`src/hw/dpr_defines.svh`:
```
// Offsets, field positions, reset values and constants of the power requestor.
`ifndef DPR_DEFINES_SVH
`define DPR_DEFINES_SVH

// Number of power domains served; also reported in the configuration register.
`define DPR_NUM_REQ 8
`define DPR_NUM_REQ_FIELD 6'd8

// Word offsets, as byte addresses within the 4KB block.
`define DPR_OFF_REQ 12'h000
`define DPR_OFF_ACK 12'h004
`define DPR_OFF_INTEGRATION_MODE_CONTROL 12'hf00
`define DPR_OFF_CLAIM_TAG_SET 12'hfa0
`define DPR_OFF_CLAIM_TAG_CLEAR 12'hfa4
`define DPR_OFF_LOCKKEY 12'hfb0
`define DPR_OFF_LOCKSTATE 12'hfb4
`define DPR_OFF_AUTH 12'hfb8
`define DPR_OFF_ARCH 12'hfbc
`define DPR_OFF_CONFIG 12'hfc8
`define DPR_OFF_TYPE 12'hfcc
`define DPR_OFF_PID4 12'hfd0
`define DPR_OFF_PID5 12'hfd4
`define DPR_OFF_PID6 12'hfd8
`define DPR_OFF_PID7 12'hfdc
`define DPR_OFF_PID0 12'hfe0
`define DPR_OFF_PID1 12'hfe4
`define DPR_OFF_PID2 12'hfe8
`define DPR_OFF_PID3 12'hfec
`define DPR_OFF_CID0 12'hff0
`define DPR_OFF_CID1 12'hff4
`define DPR_OFF_CID2 12'hff8
`define DPR_OFF_CID3 12'hffc

// Field positions.
`define DPR_CFG_COUNT_LSB 0
`define DPR_CFG_COUNT_MSB 5
`define DPR_INTEGRATION_MODE_CONTROL_BIT 0
`define DPR_CLAIM_BITS 4
`define DPR_CLAIM_IMPL 4'hf

// Reset values.
`define DPR_REQ_RESET 8'h00
`define DPR_CLAIM_RESET 4'h0
`define DPR_INTEGRATION_MODE_CONTROL_RESET 1'b0

// A hidden shared domain is powered whenever any of its users is requested.
`define DPR_LINK_DOMAIN 3'd7
`define DPR_LINK_USERS 8'h03

// Identification values; the designer, part and architecture codes are arbitrary.
`define DPR_ARCH_VALUE 32'h2461_0b12
`define DPR_TYPE_MAJOR 4'h4
`define DPR_TYPE_SUB 4'h3
`define DPR_PID0 8'h5a
`define DPR_PID1 8'hb1
`define DPR_PID2 8'h0c
`define DPR_PID3 8'h00
`define DPR_PID4 8'h01
`define DPR_PID5 8'h00
`define DPR_PID6 8'h00
`define DPR_PID7 8'h00
`define DPR_CID0 8'h0d
`define DPR_CID1_CLASS 4'h9
`define DPR_CID1_LOW 4'h0
`define DPR_CID2 8'h05
`define DPR_CID3 8'hb1

`endif

```
`src/hw/dpr_pkg.sv`:
```
// Types shared by the power requestor design and its bench.
`include "dpr_defines.svh"

package dpr_pkg;

	typedef logic [`DPR_NUM_REQ-1:0] dpr_domains_t;

	// One register access from software.
	typedef struct packed {
		logic wr;
		logic rd;
		logic [11:0] addr;
		logic [31:0] wdata;
	} dpr_bus_req_t;

	// All state of the power requestor except the two reset synchroniser flip-flops.
	typedef struct packed {
		dpr_domains_t req;
		dpr_domains_t pwr_out;
		dpr_domains_t ack_meta;
		dpr_domains_t ack_sync;
		logic [`DPR_CLAIM_BITS-1:0] claim;
		logic integration_mode_control;
		logic [31:0] rdata;
	} dpr_state_t;

endpackage

```
`src/hw/dpr_top.sv`:
```
// Debug power requestor: request, acknowledge and identification registers.
//
// Function
// RULE1: Request bit n drives domain n power.
// RULE2: Request bits beyond count read zero, ignore writes.
// RULE3: Read-only acknowledge register mirrors domain status.
// RULE4: Acknowledge bit one means domain is powered.
// RULE5: Acknowledge bits beyond count read zero.
// RULE6: Configuration register reports request count, rest zero.
// RULE7: Architecture register returns fixed identifying constant.
// RULE8: Type register returns major four, sub three.
// RULE9: Component ID byte one upper nibble nine.
// RULE10: Peripheral ID fields are fixed implementation constants.
// RULE11: Shared hidden domain powered with its users.
// RULE12: Registers in 4KB block, request 0x000, acknowledge 0x004.
// RULE13: Level request out, synchronised level acknowledge in.
//
// Chosen here: the strobed register port.
`timescale 1ns/1ps
`include "dpr_defines.svh"

module dpr_top (
	// Clock and reset.
	input wire logic CORE_CLK,
	input wire logic RESET_N,
	// Register port.
	input wire dpr_pkg::dpr_bus_req_t REG_REQ,
	output logic [31:0] REG_RDATA,
	// Power controllers.
	output dpr_pkg::dpr_domains_t PWR_REQ,
	input wire dpr_pkg::dpr_domains_t PWR_ACK
);

	logic rst_meta_q;
	logic rst_sync_n_q;
	dpr_pkg::dpr_state_t st_q;
	dpr_pkg::dpr_state_t st_d;

	// Adds the shared hidden domain to whatever its users request.
	function automatic dpr_pkg::dpr_domains_t with_linked(
		input dpr_pkg::dpr_domains_t r
	);
		dpr_pkg::dpr_domains_t o;
		o = r;
		if ((r & `DPR_LINK_USERS) != '0) begin
			o[`DPR_LINK_DOMAIN] = 1'b1; // RULE11
		end
		return o;
	endfunction

	// Value returned for a read at the given byte address.
	function automatic logic [31:0] read_value(
		input logic [11:0] a,
		input dpr_pkg::dpr_state_t s
	);
		logic [31:0] v;
		v = 32'h0000_0000;
		case ({a[11:2], 2'b00})
			`DPR_OFF_REQ: v[`DPR_NUM_REQ-1:0] = s.req; // RULE2
			`DPR_OFF_ACK: v[`DPR_NUM_REQ-1:0] = s.ack_sync; // RULE3 RULE5
			`DPR_OFF_INTEGRATION_MODE_CONTROL: v[`DPR_INTEGRATION_MODE_CONTROL_BIT] = s.integration_mode_control;
			`DPR_OFF_CLAIM_TAG_SET: v[`DPR_CLAIM_BITS-1:0] = `DPR_CLAIM_IMPL;
			`DPR_OFF_CLAIM_TAG_CLEAR: v[`DPR_CLAIM_BITS-1:0] = s.claim;
			`DPR_OFF_ARCH: v = `DPR_ARCH_VALUE; // RULE7
			`DPR_OFF_CONFIG: begin
				v[`DPR_CFG_COUNT_MSB:`DPR_CFG_COUNT_LSB] =
					`DPR_NUM_REQ_FIELD; // RULE6
			end
			`DPR_OFF_TYPE: v[7:0] = {`DPR_TYPE_SUB, `DPR_TYPE_MAJOR}; // RULE8
			`DPR_OFF_PID0: v[7:0] = `DPR_PID0; // RULE10
			`DPR_OFF_PID1: v[7:0] = `DPR_PID1; // RULE10
			`DPR_OFF_PID2: v[7:0] = `DPR_PID2; // RULE10
			`DPR_OFF_PID3: v[7:0] = `DPR_PID3; // RULE10
			`DPR_OFF_PID4: v[7:0] = `DPR_PID4; // RULE10
			`DPR_OFF_PID5: v[7:0] = `DPR_PID5;
			`DPR_OFF_PID6: v[7:0] = `DPR_PID6;
			`DPR_OFF_PID7: v[7:0] = `DPR_PID7;
			`DPR_OFF_CID0: v[7:0] = `DPR_CID0;
			`DPR_OFF_CID1: v[7:0] = {`DPR_CID1_CLASS, `DPR_CID1_LOW}; // RULE9
			`DPR_OFF_CID2: v[7:0] = `DPR_CID2;
			`DPR_OFF_CID3: v[7:0] = `DPR_CID3;
			default: v = 32'h0000_0000; // RULE12
		endcase
		return v;
	endfunction

	// Reset is released through two flip-flops.
	always_ff @(posedge CORE_CLK or negedge RESET_N) begin
		if (!RESET_N) begin
			rst_meta_q <= 1'b0;
			rst_sync_n_q <= 1'b0;
		end else begin
			rst_meta_q <= 1'b1;
			rst_sync_n_q <= rst_meta_q;
		end
	end

	always_comb begin
		st_d = st_q;
		// The first acknowledge stage feeds only the second.
		st_d.ack_meta = PWR_ACK; // RULE13
		st_d.ack_sync = st_q.ack_meta; // RULE4 RULE13
		st_d.rdata = 32'h0000_0000;
		if (REG_REQ.rd) begin
			st_d.rdata = read_value(REG_REQ.addr, st_q);
		end
		if (REG_REQ.wr) begin
			case ({REG_REQ.addr[11:2], 2'b00})
				`DPR_OFF_REQ: begin
					st_d.req = REG_REQ.wdata[`DPR_NUM_REQ-1:0]; // RULE1 RULE2
				end
				`DPR_OFF_INTEGRATION_MODE_CONTROL: begin
					st_d.integration_mode_control = REG_REQ.wdata[`DPR_INTEGRATION_MODE_CONTROL_BIT];
				end
				`DPR_OFF_CLAIM_TAG_SET: begin
					st_d.claim = st_q.claim |
						REG_REQ.wdata[`DPR_CLAIM_BITS-1:0];
				end
				`DPR_OFF_CLAIM_TAG_CLEAR: begin
					st_d.claim = st_q.claim &
						~REG_REQ.wdata[`DPR_CLAIM_BITS-1:0];
				end
				default: begin
					st_d.req = st_q.req; // RULE12
				end
			endcase
		end
		st_d.pwr_out = with_linked(st_q.req); // RULE1 RULE11 RULE13
	end

	always_ff @(posedge CORE_CLK or negedge rst_sync_n_q) begin
		if (!rst_sync_n_q) begin
			st_q.req <= `DPR_REQ_RESET;
			st_q.pwr_out <= `DPR_REQ_RESET;
			st_q.ack_meta <= '0;
			st_q.ack_sync <= '0;
			st_q.claim <= `DPR_CLAIM_RESET;
			st_q.integration_mode_control <= `DPR_INTEGRATION_MODE_CONTROL_RESET;
			st_q.rdata <= 32'h0000_0000;
		end else begin
			st_q <= st_d;
		end
	end

	assign REG_RDATA = st_q.rdata;
	assign PWR_REQ = st_q.pwr_out;

endmodule

```
`config.mk`:
```
export PLATFORM = sky130hd
export DESIGN_NAME = dpr_top
export DESIGN_NICKNAME = d
export VERILOG_FILES = /design/src/hw/dpr_pkg.sv /design/src/hw/dpr_top.sv
export VERILOG_INCLUDE_DIRS = /design/src /design/src/hw
export SDC_FILE = /design/constraint.sdc
export NUM_CORES = 1
export LEC_CHECK = 0
export BUFFER_PORTS_ARGS = -buffer_cell sky130_fd_sc_hd__buf_2
export CAP_MARGIN = 20
export CORE_MARGIN = 4
export CORE_UTILIZATION = 25
export CTS_CLUSTER_DIAMETER = 80
export CTS_CLUSTER_SIZE = 14
export DETAILED_ROUTE_END_ITERATION = 10
export PLACE_DENSITY_LB_ADDON = 0.2
export SETUP_SLACK_MARGIN = 0.2
export SLEW_MARGIN = 20
export SYNTH_ARGS = -nofsm -noshare
export SYNTH_HDL_FRONTEND = slang
export SYNTH_SLANG_ARGS = --single-unit
```
`constraint.sdc`:
```
create_clock -name CORE_CLK -period 1.7 [get_ports CORE_CLK]
set_input_delay 0.255 -clock CORE_CLK [delete_from_list [all_inputs] [get_ports CORE_CLK]]
set_output_delay 0.255 -clock CORE_CLK [all_outputs]
set_load 0.1 [all_outputs]
```
==> results_tabular.tex <==
\begin{tabular}{lr}
\hline
Metric & Value \\
\hline
\multicolumn{2}{l}{\textbf{Run status}} \\
\quad Status & completed \\
\multicolumn{2}{l}{\textbf{Global route}} \\
\quad Initial antenna violation count & 0 \\
\quad First-pass GRT wire length & between 8000 and 9000 microns \\
\quad Total routing usage reported by global routing & under 10\% \\
\quad Maximum number of pins on one net before global-route repair & 24 \\
\quad Global route total overflow & 0 \\
\quad Number of global-route vias before repair & between 1500 and 2000 \\
\multicolumn{2}{l}{\textbf{Logic synthesis}} \\
\quad Register area share after synthesis & between 50\% and 60\% \\
\quad Async set-reset flop share out of synthesis & 100\% \\
\quad FF+latch count, synth & 48 \\
\quad Post-Syn Area & 0.00235 sq mm \\
\quad Number of different library cells in the post-synthesis netlist & 42 \\
\quad Number of synthesis warnings & 0 \\
\quad Mean post-synth cell area & 11.4 sq um \\
\quad Ys flop type & sky130\_fd\_sc\_hd\_\_dfrtp\_1 \\
\quad Post-synthesis instance total & 206 \\
\quad Number of enable-type register cells in the synthesized netlist & 0 \\
\multicolumn{2}{l}{\textbf{Floorplanning}} \\
\quad Die area & around 0.011 sq mm \\
\quad Num rows & 35 \\
\quad Core region area & 0.00920 sq mm \\
\quad Die span in y & 105 microns \\
\quad Initial Utilization & between 20\% and 30\% \\
\quad Die width & roughly 110 microns \\
\quad Top Ports & 96 \\
\multicolumn{2}{l}{\textbf{Worst setup path}} \\
\quad Ordered cell list for the critical path & buf\_6 > or4\_4 > nor3b\_4 > nand2\_4 > mux2\_4 \\
\quad Longest individual stage delay on the worst path & 0.58 ns \\
\quad Worst-path fanout max & 8 \\
\quad Critical path's slowest cell & sky130\_fd\_sc\_hd\_\_or4\_4 \\
\quad Critical Path Source Type & primary input \\
\quad Req. time, crit path & between 1.5 and 2 ns \\
\quad Setup Crit Path Kind & primary input to flip-flop \\
\quad WP buf/inv & 1 \\
\quad CP Depth & 5 \\
\quad Endpoint kind of the worst setup timing path & flip-flop \\
\quad CP delay by family, top & simple AND/OR/NAND/NOR gates \\
\quad Crit. Startpoint & REG\_REQ[43] \\
\quad Critical path data arrival time & roughly 1.7 ns \\
\quad Number of cells on the worst reg-to-reg path & 4 \\
\multicolumn{2}{l}{\textbf{Timing}} \\
\quad Min cycle time layout & roughly 1.5 ns \\
\quad Post-Route Skew & 0.00641 ns \\
\quad Setup Viol. Count Final & 0 \\
\quad Max frequency & 649 MHz \\
\quad Part of the cycle the worst path needs & 90.6\% \\
\quad Unrepaired setup endpoints after global routing & yes \\
\quad Setup total negative slack & 0 ns \\
\quad Fin. max-slew vios & 0 \\
\quad Final Hold Vio Count & 0 \\
\multicolumn{2}{l}{\textbf{Power and ir drop}} \\
\quad Total net switching power & approximately 0.65 mW \\
\quad Internal power summed over all cells & roughly 1.6 mW \\
\quad Pwr Density & slightly below 800 mW/mm\^{}2 \\
\quad Clock share of power & 31.2\% \\
\quad Sequential fraction of design power & 52.1\% \\
\quad Total power & $\sim$2.3 mW \\
\quad Logic pwr share & around 17\% \\
\quad Net Sw Frac & between 20\% and 30\% \\
\quad Leak pwr & 1.44 nW \\
\quad Highest ir drop seen on vdd & $\sim$0.24 mV \\
\multicolumn{2}{l}{\textbf{Final layout}} \\
\quad Diodes inserted & 0 \\
\quad Final Instance Area & 0.00290 sq mm \\
\quad Filler cells & around 940 \\
\quad Post-route core utilization & between 30\% and 40\% \\
\quad Layout Area Growth over Synthesis & 23.2\% \\
\quad Net total in the final layout & 319 \\
\quad Count of non-filler cells in the finished layout & approximately 380 \\
\quad Share of cells above drive strength 1 & 46.2\% \\
\multicolumn{2}{l}{\textbf{Routing}} \\
\quad Total detailed-routing wirelength & approximately 5300 microns \\
\quad Met2 WL & 2450 microns \\
\quad Vias per cell & 4.23 \\
\quad Routed length on met1 & about 2400 microns \\
\quad DR vias & around 1600 \\
\quad Count of TritonRoute iterations in the first routing pass & 4 \\
\quad Number of DRC violations after detailed-routing iteration 0 & between 70 and 80 \\
\quad Routed met3 length & 343 microns \\
\quad Antenna Nets Post-Route & 0 \\
\quad Number of design rule violations left after detail routing & 0 \\
\quad Top layer in use & met4 \\
\quad Routed length per placed instance & approximately 14 microns \\
\multicolumn{2}{l}{\textbf{Min path}} \\
\quad Launch point of the worst hold path & PWR\_ACK[7] \\
\quad Hold depth & 1 \\
\quad Worst min path class & primary input to flip-flop \\
\multicolumn{2}{l}{\textbf{Placement}} \\
\quad Port-buffer cells & between 50 and 60 \\
\quad Final estimated routing congestion in global placement & $\sim$0.8 \\
\quad Placed cell area & 0.00272 sq mm \\
\quad Total instance count after detailed placement & between 300 and 400 \\
\quad Final HPWL DP & 4160 microns \\
\multicolumn{2}{l}{\textbf{Clock network}} \\
\quad Maximum buffer depth of the clock tree & 2 \\
\quad TritonCTS sink count & 48 \\
\quad Root cell of the clock tree & sky130\_fd\_sc\_hd\_\_clkbuf\_8 \\
\quad Clock transition time at the flip-flop clock pins of the worst setup and hold paths & around 0.080 ns \\
\quad TritonCTS clock tree & done \\
\quad Number of H-tree levels & 2 \\
\quad Worst-skew pair later-pin latency & roughly 0.30 ns \\
\quad Number of buffers added by the clock tree synthesis step & 5 \\
\multicolumn{2}{l}{\textbf{Job}} \\
\quad Number of violations of the max-capacitance limit & 0 \\
\hline
\end{tabular}
-- layout make-up --
type | instances | area [sq um] | share of cell area [%]
Clock buffer | 8 | 100 | 3.45
Tap cell | 111 | 139 | 4.79
Sequential cell | 48 | 1200 | 41.4
Multi-Input combinational cell | 118 | 888 | 30.6
Inverter | 6 | 22.5 | 0.776
Timing Repair Buffer | 84 | 549 | 18.9
-- repair_timing --
item,CTS,global route
setup buffers,1,0
hold endpoints to repair,2,0
hold buffers,1,0
pin swaps,3,4
gates resized for setup,1,15
cloned,0,0
setup endpoints to repair,8,23
-- per-layer routing --
metal | track usage (%) | vias to the layer above
li1 | - | 780
met1 | 13.0 | 737
met2 | 15.0 | 64
met3 | 3.03 | 4
met4 | 3.94 | 0
met5 | 0 | -
-- state kept, by name (all words and copies together), names as in the netlist, named ones only --
signal        count
st_d             15
rst_meta_q        1
REG_RDATA         9
PWR_REQ           8
rst_sync_n_q      1
st_q             10
-- Yosys cell counts (all sizes together), types with 2 or more instances --
master	count	area share [%]
nor3	3	0.64
or3	3	1.0
buf	47	14
mux2i	4	1.7
dfrtp	48	51
nor4b	2	0.74
nand4	5	1.3
a31oi	4	1.1
or4	2	0.80
o21ai	5	1.1
mux2	12	7.0
xnor2	2	0.74
inv	6	0.96
nor4	3	1.4
nand3	10	2.1
clkbuf	2	0.32
a41oi	2	0.74
a311oi	2	1.0
a211oi	6	1.9
nor2	10	1.6
or3b	3	1.1
conb	2	0.32
a21oi	6	1.3
nand2	6	1.3
-- worst paths after layout --
| check | slack (ns) | end |
|---|---|---|
| setup / recovery | 0.16 | st_d[56] |
| hold / removal | 0.06 | st_d[44] |
| setup reg to reg | 0.28 | REG_RDATA[1] |
| hold reg to reg | 0.23 | st_d[43] |
| max in group asynchronous | 0.88 | async pin |
| min in group asynchronous | 0.23 | st_d[43] |
-- metrics by stage --
step / hold slack [ns] / setup slack [ns]
finish: 0.0615 / 0.160
global placement: 0.0403 / -0.176
detailed placement: 0.0423 / -0.187
global route: 0.0437 / 0.120
floorplan: -0.0406 / 0.0372
CTS: 0.0457 / 0.135
-- cells in the final DEF, fill, tap and decap left out, drive strengths merged, types with 3 or more instances in the layout --
master and n:
clkbuf 16, or3b 3, nor4 3, nand2 6, nand4 5, o21ai 5
nor2 10, a31oi 4, a21oi 6, a211oi 6, nor3 3, buf 75
mux2 12, conb 17, nand3 10, dfrtp 48, mux2i 4, inv 6
or3 3
-- cells by family (layout without fill, tap and decap cells) --
group | Yosys count | in the layout | share of synthesized area (%)
compound gates | 30 | 30 | 9.14
xor+xnor | 2 | 2 | 0.744
buf+inv | 55 | 98 | 15.6
flops | 48 | 48 | 51.0
mux | 16 | 16 | 8.71
other cells | 2 | 17 | 0.319
simple gates | 53 | 53 | 14.5
-- worst register-to-register path, cell delays in order, from the launching register on --
cell                       delay, ns
sky130_fd_sc_hd__dfrtp_1        0.34
sky130_fd_sc_hd__or3b_2         0.44
sky130_fd_sc_hd__a21oi_1        0.15
sky130_fd_sc_hd__o21ai_0        0.08
sky130_fd_sc_hd__a211oi_1       0.30
-- power groups by stage --
stage / clock network (mW) / logic, mW / registers, mW
after CTS: 0.757 / 0.381 / 1.19
after global routing: 0.800 / 0.404 / 1.20
after global placement: 0 / 0.377 / 1.21
after detailed placement: 0 / 0.377 / 1.21
final: 0.713 / 0.383 / 1.19
after floorplan: 0 / 0.300 / 1.21
Power figures use the tool's default switching activity.
